$ cat src/core/clock_mode_pkg.sv
// constants and types for the audio clock mode controller
// assumes a 200 MHz system clock; pin levels arrive unsynchronised
package clock_mode_pkg;
   typedef enum logic [1:0] {
      MODE_EXT_SLAVE  = 2'h0,
      MODE_PLL_SLAVE  = 2'h1,
      MODE_PLL_MASTER = 2'h3,
      MODE_EXT_MASTER = 2'h2
   } clock_mode_t;

   localparam int          CLK_MHZ          = 200;
   localparam int          LOCK_FRAME_MS    = 160;
   localparam int          LOCK_BIT_MS      = 4;
   localparam int          LOCK_MASTER_CLOCK_IN_MS     = 40;
   localparam int          LOCK_MASTER_CLOCK_IN_SLOW_MS = 60;
   localparam int          LOCK_FRAME_CYC   = LOCK_FRAME_MS * 1000 * CLK_MHZ;
   localparam int          LOCK_BIT_CYC     = LOCK_BIT_MS * 1000 * CLK_MHZ;
   localparam int          LOCK_MASTER_CLOCK_IN_CYC    = LOCK_MASTER_CLOCK_IN_MS * 1000 * CLK_MHZ;
   localparam int          LOCK_MASTER_CLOCK_IN_SLOW_CYC = LOCK_MASTER_CLOCK_IN_SLOW_MS * 1000 * CLK_MHZ;
   localparam int          LOCK_CNT_W       = 26;
   localparam int          TICK_DIV_DEF     = 4;

   localparam logic [3:0]  REF_FRAME        = 4'h0;
   localparam logic [3:0]  REF_BIT32        = 4'h2;
   localparam logic [3:0]  REF_BIT64        = 4'h3;
   localparam logic [3:0]  REF_MASTER_CLOCK_IN_LO      = 4'h4;
   localparam logic [3:0]  REF_MASTER_CLOCK_IN_HI      = 4'h8;
   localparam logic [3:0]  REF_MCKI2_LO     = 4'hC;
   localparam logic [3:0]  REF_MASTER_CLOCK_IN_SLOW    = 4'hE;

   localparam logic [9:0]  INC_PLL          = 10'h002;
   localparam logic [9:0]  INC_EXT_256      = 10'h004;
   localparam logic [9:0]  INC_EXT_512      = 10'h002;
   localparam logic [9:0]  INC_EXT_1024     = 10'h001;
   localparam int          ACC_FRAME_BIT    = 9;
   localparam int          ACC_256FS_BIT    = 1;
   localparam int          ACC_64FS_BIT     = 3;
   localparam int          ACC_32FS_BIT     = 4;
   localparam logic [5:0]  MIN_BITS_FRAME   = 6'h20;
   localparam int          PIN_MASTER_CLOCK_IN         = 0;
   localparam int          PIN_BIT          = 1;
   localparam int          PIN_FRAME        = 2;
   localparam int          PIN_PDN          = 3;
endpackage
$ cat src/core/audio_clock_mode_control.sv
// clock mode selection, pin direction and clock generation for the audio port
// assumes control bits come from logic on sys_clk; pins are asynchronous
module audio_clock_mode_control #(
   parameter int LOCK_FRAME_CYC     = clock_mode_pkg::LOCK_FRAME_CYC,
   parameter int LOCK_BIT_CYC       = clock_mode_pkg::LOCK_BIT_CYC,
   parameter int LOCK_MASTER_CLOCK_IN_CYC      = clock_mode_pkg::LOCK_MASTER_CLOCK_IN_CYC,
   parameter int LOCK_MASTER_CLOCK_IN_SLOW_CYC = clock_mode_pkg::LOCK_MASTER_CLOCK_IN_SLOW_CYC,
   parameter int TICK_DIV           = clock_mode_pkg::TICK_DIV_DEF
) (
   input  wire logic                      sys_clk,
   input  wire logic                      srst,
   input  wire logic                      power_down_n,
   input  wire logic                      pll_power_enable,
   input  wire logic                      master_select,
   input  wire logic                      aux_input3_select,
   input  wire logic [3:0]                pll_ref_select,
   input  wire logic [3:0]                rate_select,
   input  wire logic                      bit_clock_rate_select,
   input  wire logic [1:0]                mclk_out_divider,
   input  wire logic                      master_clock_out_enable,
   input  wire logic                      master_clock_in,
   input  wire logic                      bit_clock_in,
   input  wire logic                      frame_clock_in,
   output logic                           bit_clock_out,
   output logic                           bit_clock_oe,
   output logic                           frame_clock_out,
   output logic                           frame_clock_oe,
   output logic                           master_clock_out,
   output clock_mode_pkg::clock_mode_t    clock_mode,
   output logic                           pll_locked,
   output logic                           pll_ref_invalid,
   output logic                           slave_bit_rate_low
);
   localparam int CW = clock_mode_pkg::LOCK_CNT_W;
   if (TICK_DIV < 1 || TICK_DIV > 255) $error("tick divider out of range");
   if (LOCK_FRAME_CYC < 1 || LOCK_FRAME_CYC >= 2 ** CW) $error("lock count too wide");
   if (LOCK_MASTER_CLOCK_IN_SLOW_CYC < 1 || LOCK_MASTER_CLOCK_IN_SLOW_CYC >= 2 ** CW) $error("lock count too wide");
   if (LOCK_BIT_CYC < 1 || LOCK_MASTER_CLOCK_IN_CYC < 1) $error("lock count too small");
   // pin synchronisers, a level counts once stages two and three agree
   logic [3:0] pin_raw;
   logic [3:0] pin_s1_reg;
   logic [3:0] pin_s2_reg;
   logic [3:0] pin_s3_reg;
   logic [3:0] pin_reg;
   logic [3:0] pin_d_reg;
   assign pin_raw = {power_down_n, frame_clock_in, bit_clock_in, master_clock_in};
   always_ff @(posedge sys_clk) begin
      pin_s1_reg <= pin_raw;
      pin_s2_reg <= pin_s1_reg;
      pin_s3_reg <= pin_s2_reg;
   end
   always_ff @(posedge sys_clk) begin
      if (srst) begin
         pin_reg   <= 4'h0;
         pin_d_reg <= 4'h0;
      end else begin
         pin_reg   <= (pin_s2_reg & pin_s3_reg) | (pin_reg & (pin_s2_reg ^ pin_s3_reg));
         pin_d_reg <= pin_reg;
      end
   end
   logic pdn_low;
   logic master_clock_in_rise;
   logic bit_rise;
   logic frame_rise;
   assign pdn_low    = ~pin_reg[clock_mode_pkg::PIN_PDN];
   assign master_clock_in_rise  = pin_reg[clock_mode_pkg::PIN_MASTER_CLOCK_IN] & ~pin_d_reg[clock_mode_pkg::PIN_MASTER_CLOCK_IN];
   assign bit_rise   = pin_reg[clock_mode_pkg::PIN_BIT] & ~pin_d_reg[clock_mode_pkg::PIN_BIT];
   assign frame_rise = pin_reg[clock_mode_pkg::PIN_FRAME] & ~pin_d_reg[clock_mode_pkg::PIN_FRAME];
   // master/slave select, blocked until a fresh write after reset or power-down
   logic ms_reg;
   logic ms_block_reg;
   always_ff @(posedge sys_clk) begin
      if (srst || pdn_low) begin
         ms_reg       <= 1'b0;
         ms_block_reg <= 1'b1;
      end else begin
         ms_reg       <= master_select & ~ms_block_reg;
         ms_block_reg <= ms_block_reg & master_select;
      end
   end
   // mode decode
   logic                        pll_on;
   clock_mode_pkg::clock_mode_t mode_next;
   clock_mode_pkg::clock_mode_t mode_reg;
   assign pll_on = pll_power_enable & ~aux_input3_select;
   always_comb begin
      case ({pll_on, ms_reg})
         2'b11:   mode_next = clock_mode_pkg::MODE_PLL_MASTER;
         2'b10:   mode_next = clock_mode_pkg::MODE_PLL_SLAVE;
         2'b01:   mode_next = clock_mode_pkg::MODE_EXT_MASTER;
         default: mode_next = clock_mode_pkg::MODE_EXT_SLAVE;
      endcase
   end
   always_ff @(posedge sys_clk) begin
      if (srst) begin
         mode_reg <= clock_mode_pkg::MODE_EXT_SLAVE;
      end else begin
         mode_reg <= mode_next;
      end
   end
   // reference decode and lock time
   logic          ref_valid;
   logic [CW-1:0] lock_load;
   always_comb begin
      ref_valid = (pll_ref_select == clock_mode_pkg::REF_FRAME)
                | (pll_ref_select == clock_mode_pkg::REF_BIT32)
                | (pll_ref_select == clock_mode_pkg::REF_BIT64)
                | ((pll_ref_select >= clock_mode_pkg::REF_MASTER_CLOCK_IN_LO)
                   && (pll_ref_select <= clock_mode_pkg::REF_MASTER_CLOCK_IN_HI))
                | (pll_ref_select >= clock_mode_pkg::REF_MCKI2_LO);
      if (pll_ref_select == clock_mode_pkg::REF_FRAME) begin
         lock_load = CW'(LOCK_FRAME_CYC);
      end else if (pll_ref_select == clock_mode_pkg::REF_BIT32
                   || pll_ref_select == clock_mode_pkg::REF_BIT64) begin
         lock_load = CW'(LOCK_BIT_CYC);
      end else if (pll_ref_select >= clock_mode_pkg::REF_MASTER_CLOCK_IN_SLOW) begin
         lock_load = CW'(LOCK_MASTER_CLOCK_IN_SLOW_CYC);
      end else begin
         lock_load = CW'(LOCK_MASTER_CLOCK_IN_CYC);
      end
   end
   // lock timer, restarted at power-up and at a rate change
   logic          pll_on_d_reg;
   logic [3:0]    rate_d_reg;
   logic [CW-1:0] lock_cnt_reg;
   logic          hold_low_reg;
   logic          pll_start;
   logic          pll_restart;
   logic          lock_now;
   assign pll_start   = pll_on & ~pll_on_d_reg;
   assign pll_restart = pll_start | (pll_on & (rate_select != rate_d_reg));
   assign lock_now    = pll_on & ~pll_restart & (lock_cnt_reg == '0) & ref_valid;

   always_ff @(posedge sys_clk) begin
      if (srst) begin
         pll_on_d_reg <= 1'b0;
         rate_d_reg   <= 4'h0;
         lock_cnt_reg <= '0;
      end else begin
         pll_on_d_reg <= pll_on;
         rate_d_reg   <= rate_select;
         if (pll_restart) begin
            lock_cnt_reg <= lock_load;
         end else if (lock_cnt_reg != '0) begin
            lock_cnt_reg <= lock_cnt_reg - CW'(1);
         end
      end
   end
   always_ff @(posedge sys_clk) begin
      if (srst || !pll_on) begin
         hold_low_reg <= 1'b0;
      end else if (pll_start) begin
         hold_low_reg <= 1'b1;
      end else if (lock_now) begin
         hold_low_reg <= 1'b0;
      end
   end
   // clock phase accumulator: 1024 counts per frame
   logic [7:0] tick_cnt_reg;
   logic       tick;
   logic [9:0] inc;
   logic [9:0] acc_reg;
   assign tick = (tick_cnt_reg == 8'(TICK_DIV - 1));

   always_comb begin
      case (rate_select[1:0])
         2'h0:    inc = clock_mode_pkg::INC_EXT_256;
         2'h1:    inc = clock_mode_pkg::INC_EXT_512;
         default: inc = clock_mode_pkg::INC_EXT_1024;
      endcase
   end

   always_ff @(posedge sys_clk) begin
      if (srst || tick) begin
         tick_cnt_reg <= 8'h00;
      end else begin
         tick_cnt_reg <= tick_cnt_reg + 8'h01;
      end
   end

   always_ff @(posedge sys_clk) begin
      if (srst) begin
         acc_reg <= 10'h000;
      end else if (pll_on) begin
         if (tick) begin
            acc_reg <= acc_reg + clock_mode_pkg::INC_PLL;
         end
      end else if (master_clock_in_rise) begin
         acc_reg <= acc_reg + inc;
      end
   end

   logic is_master;
   logic is_pll_master;
   logic bit_sel;
   logic mclk_sel;
   assign is_master     = (mode_reg == clock_mode_pkg::MODE_PLL_MASTER)
                        | (mode_reg == clock_mode_pkg::MODE_EXT_MASTER);
   assign is_pll_master = (mode_reg == clock_mode_pkg::MODE_PLL_MASTER);
   assign bit_sel       = bit_clock_rate_select ? acc_reg[clock_mode_pkg::ACC_64FS_BIT]
                                                : acc_reg[clock_mode_pkg::ACC_32FS_BIT];
   assign mclk_sel      = acc_reg[clock_mode_pkg::ACC_256FS_BIT + int'(mclk_out_divider)];
   // pin drivers
   always_ff @(posedge sys_clk) begin
      if (srst) begin
         bit_clock_out    <= 1'b0;
         bit_clock_oe     <= 1'b0;
         frame_clock_out  <= 1'b0;
         frame_clock_oe   <= 1'b0;
         master_clock_out <= 1'b0;
      end else begin
         bit_clock_oe     <= is_master;
         frame_clock_oe   <= is_master;
         bit_clock_out    <= is_master & ~(is_pll_master & hold_low_reg)
                             & bit_sel;
         frame_clock_out  <= is_master & ~(is_pll_master & hold_low_reg)
                             & acc_reg[clock_mode_pkg::ACC_FRAME_BIT];
         master_clock_out <= master_clock_out_enable & pll_on
                             & mclk_sel;
      end
   end
   // status
   logic [5:0] bit_cnt_reg;
   always_ff @(posedge sys_clk) begin
      if (srst) begin
         pll_locked         <= 1'b0;
         pll_ref_invalid    <= 1'b0;
         clock_mode         <= clock_mode_pkg::MODE_EXT_SLAVE;
         bit_cnt_reg        <= 6'h00;
         slave_bit_rate_low <= 1'b0;
      end else begin
         pll_locked      <= lock_now;
         pll_ref_invalid <= pll_on & ~ref_valid;
         clock_mode      <= mode_reg;
         if (is_master) begin
            bit_cnt_reg        <= 6'h00;
            slave_bit_rate_low <= 1'b0;
         end else if (frame_rise) begin
            slave_bit_rate_low <= (bit_cnt_reg < clock_mode_pkg::MIN_BITS_FRAME);
            bit_cnt_reg        <= 6'h00;
         end else if (bit_rise && bit_cnt_reg != 6'h3F) begin
            bit_cnt_reg <= bit_cnt_reg + 6'h01;
         end
      end
   end
endmodule

$ cat config.mk
export PLATFORM = sky130hd
export DESIGN_NAME = audio_clock_mode_control
export DESIGN_NICKNAME = d
export VERILOG_FILES = /design/src/core/clock_mode_pkg.sv /design/src/core/audio_clock_mode_control.sv
export SDC_FILE = /design/constraint.sdc
export NUM_CORES = 1
export LEC_CHECK = 0
export BUFFER_PORTS_ARGS = -buffer_cell sky130_fd_sc_hd__buf_2
export CAP_MARGIN = 15
export CORE_UTILIZATION = 40
export CTS_BUF_LIST = sky130_fd_sc_hd__clkbuf_4
export CTS_CLUSTER_DIAMETER = 200
export CTS_CLUSTER_SIZE = 28
export DETAILED_ROUTE_END_ITERATION = 7
export PLACE_DENSITY_LB_ADDON = 0.1
export SLEW_MARGIN = 20
export SYNTH_ARGS = -nofsm -noshare
export SYNTH_HDL_FRONTEND = slang
export SYNTH_SLANG_ARGS = --single-unit
export TNS_END_PERCENT = 1
$ cat constraint.sdc
create_clock -name sys_clk -period 5.07 [get_ports sys_clk]
set_input_delay 0 -clock sys_clk [delete_from_list [all_inputs] [get_ports sys_clk]]
set_output_delay 0 -clock sys_clk [all_outputs]
set_load 0.005 [all_outputs]
# After elaboration in Yosys (flattened, before gate mapping)
# Cells that the tools add are included.
# totals
register_bits	88
inputBits	21
word_cells	118
# classes
add_sub_neg	6
magnitude_cmp	6
eq_ne	12
muxes	16
bitwise	38
reduce_logical	17
# ops
operator	n
$mux W26	2
$mux W24	2
$mux W10	3
$logic_not A26 Y1	1
$reduce_bool A26 Y1	1
$sub A26 B1 Y26 const B	1
$mux W25	1
$and A1 B1 Y1	18
$add A10 B10 Y10	1
$add A10 B2 Y10 const B	1
$not A1 Y1	10
$add A8 B1 Y8 const B	1
$and A4 B4 Y4	2
$eq A2 B2 Y1 const B	4
$eq A4 B2 Y1 const B	2
$eq A8 B2 Y1 const B	1
$ge A4 B4 Y1 const B	2
$add A6 B1 Y6 const B	1
$lt A6 B6 Y1 const B	1
$ne A6 B6 Y1 const B	1
$or A1 B1 Y1	6
$pmux W2 S3	1
$pmux W3 S2	1
$reduce_bool A2 Y1	3
19 further kinds	28

# Logic depth before layout (Yosys ltp)
# logic_depth
ltp_word	10
mapped_depth	8

# Worst setup path after synthesis
# OpenSTA, ideal clock, no wires.
# synth_timing
path_type	register to register
start	register lock_cnt_reg[18]
end	register lock_cnt_reg[10]
arrival_ns	1.868
required_time_ns	4.940
setup_slack_ns	3.072
stages_incl_launch_ff	8
path_buffers	2
period_less_slack_ns	1.998
path_cell_list	dfxtp_1 or3_1 or3_1 buf_6 or3_1 buf_2 nand2_1 o31ai_1
# synth_via
elab_chain_cells	2
# synth_lines
item	line_no	text
from (decl)	audio_clock_mode_control.sv:125	logic [CW-1:0] lock_cnt_reg;
from (signal assigned)	audio_clock_mode_control.sv:143	lock_cnt_reg <= lock_load;
from (signal assigned)	audio_clock_mode_control.sv:145	lock_cnt_reg <= lock_cnt_reg - CW'(1);
$reduce_bool A26 Y1	audio_clock_mode_control.sv:144	end else if (lock_cnt_reg != '0) begin
$reduce_bool A2 Y1 (no source line)	-	
# Every way passes these cells.
# A chain may end at the register's enable or synchronous reset.

# Worst setup path after layout
# layout_timing
start	register lock_cnt_reg[18]
end	register lock_cnt_reg[14]
# The elaborated chain is that of the path after synthesis.

==> summary.txt <==
Status
  – Outcome: completed

Timing
  – RSZ-0062 raised after global routing: false
  – Clock Skews: 0.0128 ns
  – Relative slew margins: 43.2%
  – Final worst path period need: 2.23 ns
  – Slew Viols, Final: 0
  – Setup violators final: 0
  – Setup TNS: 0 ns
  – Slew @ Worst Pin: 0.847 ns
  – Final Cycle Share: 44.0%
  – Peak Freq: 0.449 GHz
  – Final number of hold-violating endpoints: 0

Die
  – Die height: 99.4 um
  – Top-level I/O count: 31
  – Num rows: 35
  – Core footprint: 0.00920 sq mm
  – Initial Util: 41.3%
  – Die width: 99.4 um
  – DIE AREA: 0.00989 sq mm

Setup path
  – CP arrival: 2.55 ns
  – Critical path required time: 5.39 ns
  – CP Class: reg2reg
  – Critical path peak fanout: 9
  – Worst reg2reg path depth: 5
  – CP Launch Type: flip-flop
  – Critical path endpoint category: flip-flop

Synth
  – Dominant synthesized flop cell: dfxtp_1
  – Mux share of post-synthesis cell area: 3.06%
  – Syn Nets: 432
  – Most frequent cells after synthesis: dfxtp_1, nor2_1, nand2_1, xnor2_1
  – Largest family of logic cells by synthesized area: simple AND/OR/NAND/NOR gates
  – Count leader, synth: dfxtp_1
  – Top cell type's share of synthesized area: 46.4%
  – Dominant cell type by area after synthesis: dfxtp_1
  – Post-synth ARST share: 0%
  – Synth Area in XOR/XNOR: 9.46%
  – Netlist cell types: 54
  – Post-synth EDFFs: 0
  – Top post-synthesis cells by area: dfxtp_1, xnor2_1, nor2_1, ha_1, xor2_1
  – Compound-Gate Fraction of Synth Area: 9.95%
  – Synth Warn #: 0
  – Seq/Total Area, Yosys: 46.4%
  – Post-Synth Adder-Cell Area: 4.48%
  – Flops & latches, synth: 88
  – Post-synthesis cell area: 0.00380 sq mm
  – Simple-gate share of the synthesized area: 24.0%
  – Syn avg cell area: 9.54 sq um
  – Cells after Synth: 398

Pwr
  – Pwr/cell area: 415 mW/mm^2
  – Leakage: 1.74 nW
  – Worst VDD drop: 163 uV

Route
  – Final ANT Viol Nets: 0
  – Vias per inst: 5.07
  – Iter 0 DRT Violations: 130
  – # DRC: 0
  – Pre-Repair DR Iteration Count: 4
  – Via count: 2852
  – Final wirelength: 7.47 mm
  – Avg WL per Cell: 13.3 um

Global route
  – First-pass GRT wire length: 12.7 mm
  – Global route overflow: 0
  – Initial antenna violation count: 0
  – Gr usage total: 16.4%
  – Vias in the first global route: 2702
  – Largest net degree at the start of global routing: 53

Clocking
  – CTS resizes: 0
  – Htree depth: 3
  – Clock buffer depth: 2
  – CTS tree: built
  – Clock transition at the registers of the reported paths: 0.15 ns
  – Post-CTS Setup Repair Bufs: 0
  – Worst skew pair latency: 0.44 ns
  – Root Driver: clkbuf_4
  – Num CTS Buffers: 9
  – Clk sinks: 88

Flow run
  – Max-cap viol count: 0

Min path
  – Tightest Hold Check Type: in2reg
  – Hold path depth: 3

Layout
  – Layout cells sized above 1: 14.2%
  – Finished Core Util: 47.5%
  – Ant diodes: 0
  – Synth-to-Final Area Change: 15.0%
  – Max reg flops: 26
  – Net count reported at finish: 480

Placement
  – PortBufs: 30
  – HPWL after detailed placement: 5.16 mm
  – GPL Wtd Cong: 0.746
worst paths after layout:
path | from | end | slack [ns]
min reg2reg | pin_s1_reg[3] | pin_s2_reg[3] | 0.34
max | lock_cnt_reg[18] | lock_cnt_reg[14] | 2.84
min | pll_power_enable | mode_reg[0] | 0.06
max reg2reg | lock_cnt_reg[18] | lock_cnt_reg[14] | 2.84
metal layers:
metal	up-vias	GRT usage, %	routed length [um]
met5	-	0	0
met4	0	7.47	161
met3	16	4.15	225
met2	40	25.9	3360
met1	1308	21.1	3720
li1	1488	-	-
critical path, cell delays in order (launching register included):
cell	delay, ns
dfxtp_1	0.37
or3_1	0.40
or3_1	0.49
or3_1	0.56
nand2_1	0.19
o31ai_1	0.10
cells in the final DEF (no fill, tap or decap), types with 2 or more instances in the layout:
cell / synthesis / layout
a211oi_1: 4 / 4
a21boi_0: 2 / 2
a21o_1: 3 / 3
a21oi_1: 16 / 16
a311oi_1: 2 / 2
and2_1: 2 / 2
and3_1: 7 / 7
buf_2: 2 / 30
buf_4: 1 / 2
clkbuf_4: 0 / 9
dfxtp_1: 88 / 88
dlygate4sd3_1: 0 / 20
ha_1: 12 / 12
inv_1: 8 / 8
inv_6: 0 / 3
inv_8: 0 / 2
mux2i_1: 6 / 6
mux4_2: 2 / 2
nand2_1: 27 / 27
nand2b_1: 7 / 7
nand3_1: 13 / 13
nand4_1: 5 / 5
nor2_1: 52 / 52
nor2b_1: 13 / 13
nor3_1: 7 / 7
nor4_1: 7 / 7
o21ai_0: 7 / 7
o22ai_1: 2 / 2
o31ai_1: 11 / 10
o31ai_2: 1 / 2
o32ai_1: 3 / 3
or2_2: 3 / 3
or3_1: 10 / 10
or4_1: 2 / 2
xnor2_1: 25 / 25
xor2_1: 16 / 16
per-stage QoR:
step / setup WS, ns / hold WS (ns) / area (sq um) / power, mW / std cells
6_report: 2.84 / 0.0640 / 4370 / 1.81 / 562
5_1_grt: 2.71 / 0.0508 / 4370 / 1.95 / 562
4_1_cts: 2.84 / 0.0231 / 4370 / 1.84 / 562
3_5_place_dp: 2.86 / 0.107 / 4040 / 1.44 / 526
3_3_place_gp: 2.86 / 0.104 / 4040 / 1.44 / 526
2_1_floorplan: 3.07 / 0.0277 / 3800 / 1.34 / 398
final cells by class:
type	instances	area [sq um]
clock buffer	9	67.6
sequential	88	1760
inverter	8	30.0
multi-input combinational	287	1940
fill	897	4830
timing repair buffer	52	365
clock inverter	7	61.3
tap	111	139
power by group:
part,switching (mW),total [mW],internal [mW]
Combinational,0.339,0.582,0.243
Sequential,0.0790,0.854,0.775
Clock,0.264,0.376,0.112
kinds of logic (layout without fill, tap and decap cells):
group / Yosys count / after routing
adder cells (fa/ha/maj): 13 / 13
buffers and inverters: 23 / 76
XOR/XNOR: 41 / 41
AND/OR/NAND/NOR: 168 / 168
flip-flops: 88 / 88
AO/OA/AOI/OAI: 56 / 56
multiplexers: 9 / 9
repair_timing:
item / CTS / global route
hold endpoints to repair: 18 / 0
hold buffers: 20 / 0
endpoints found under the setup margin: 0 / 0
(Power assumes the default switching activity.)
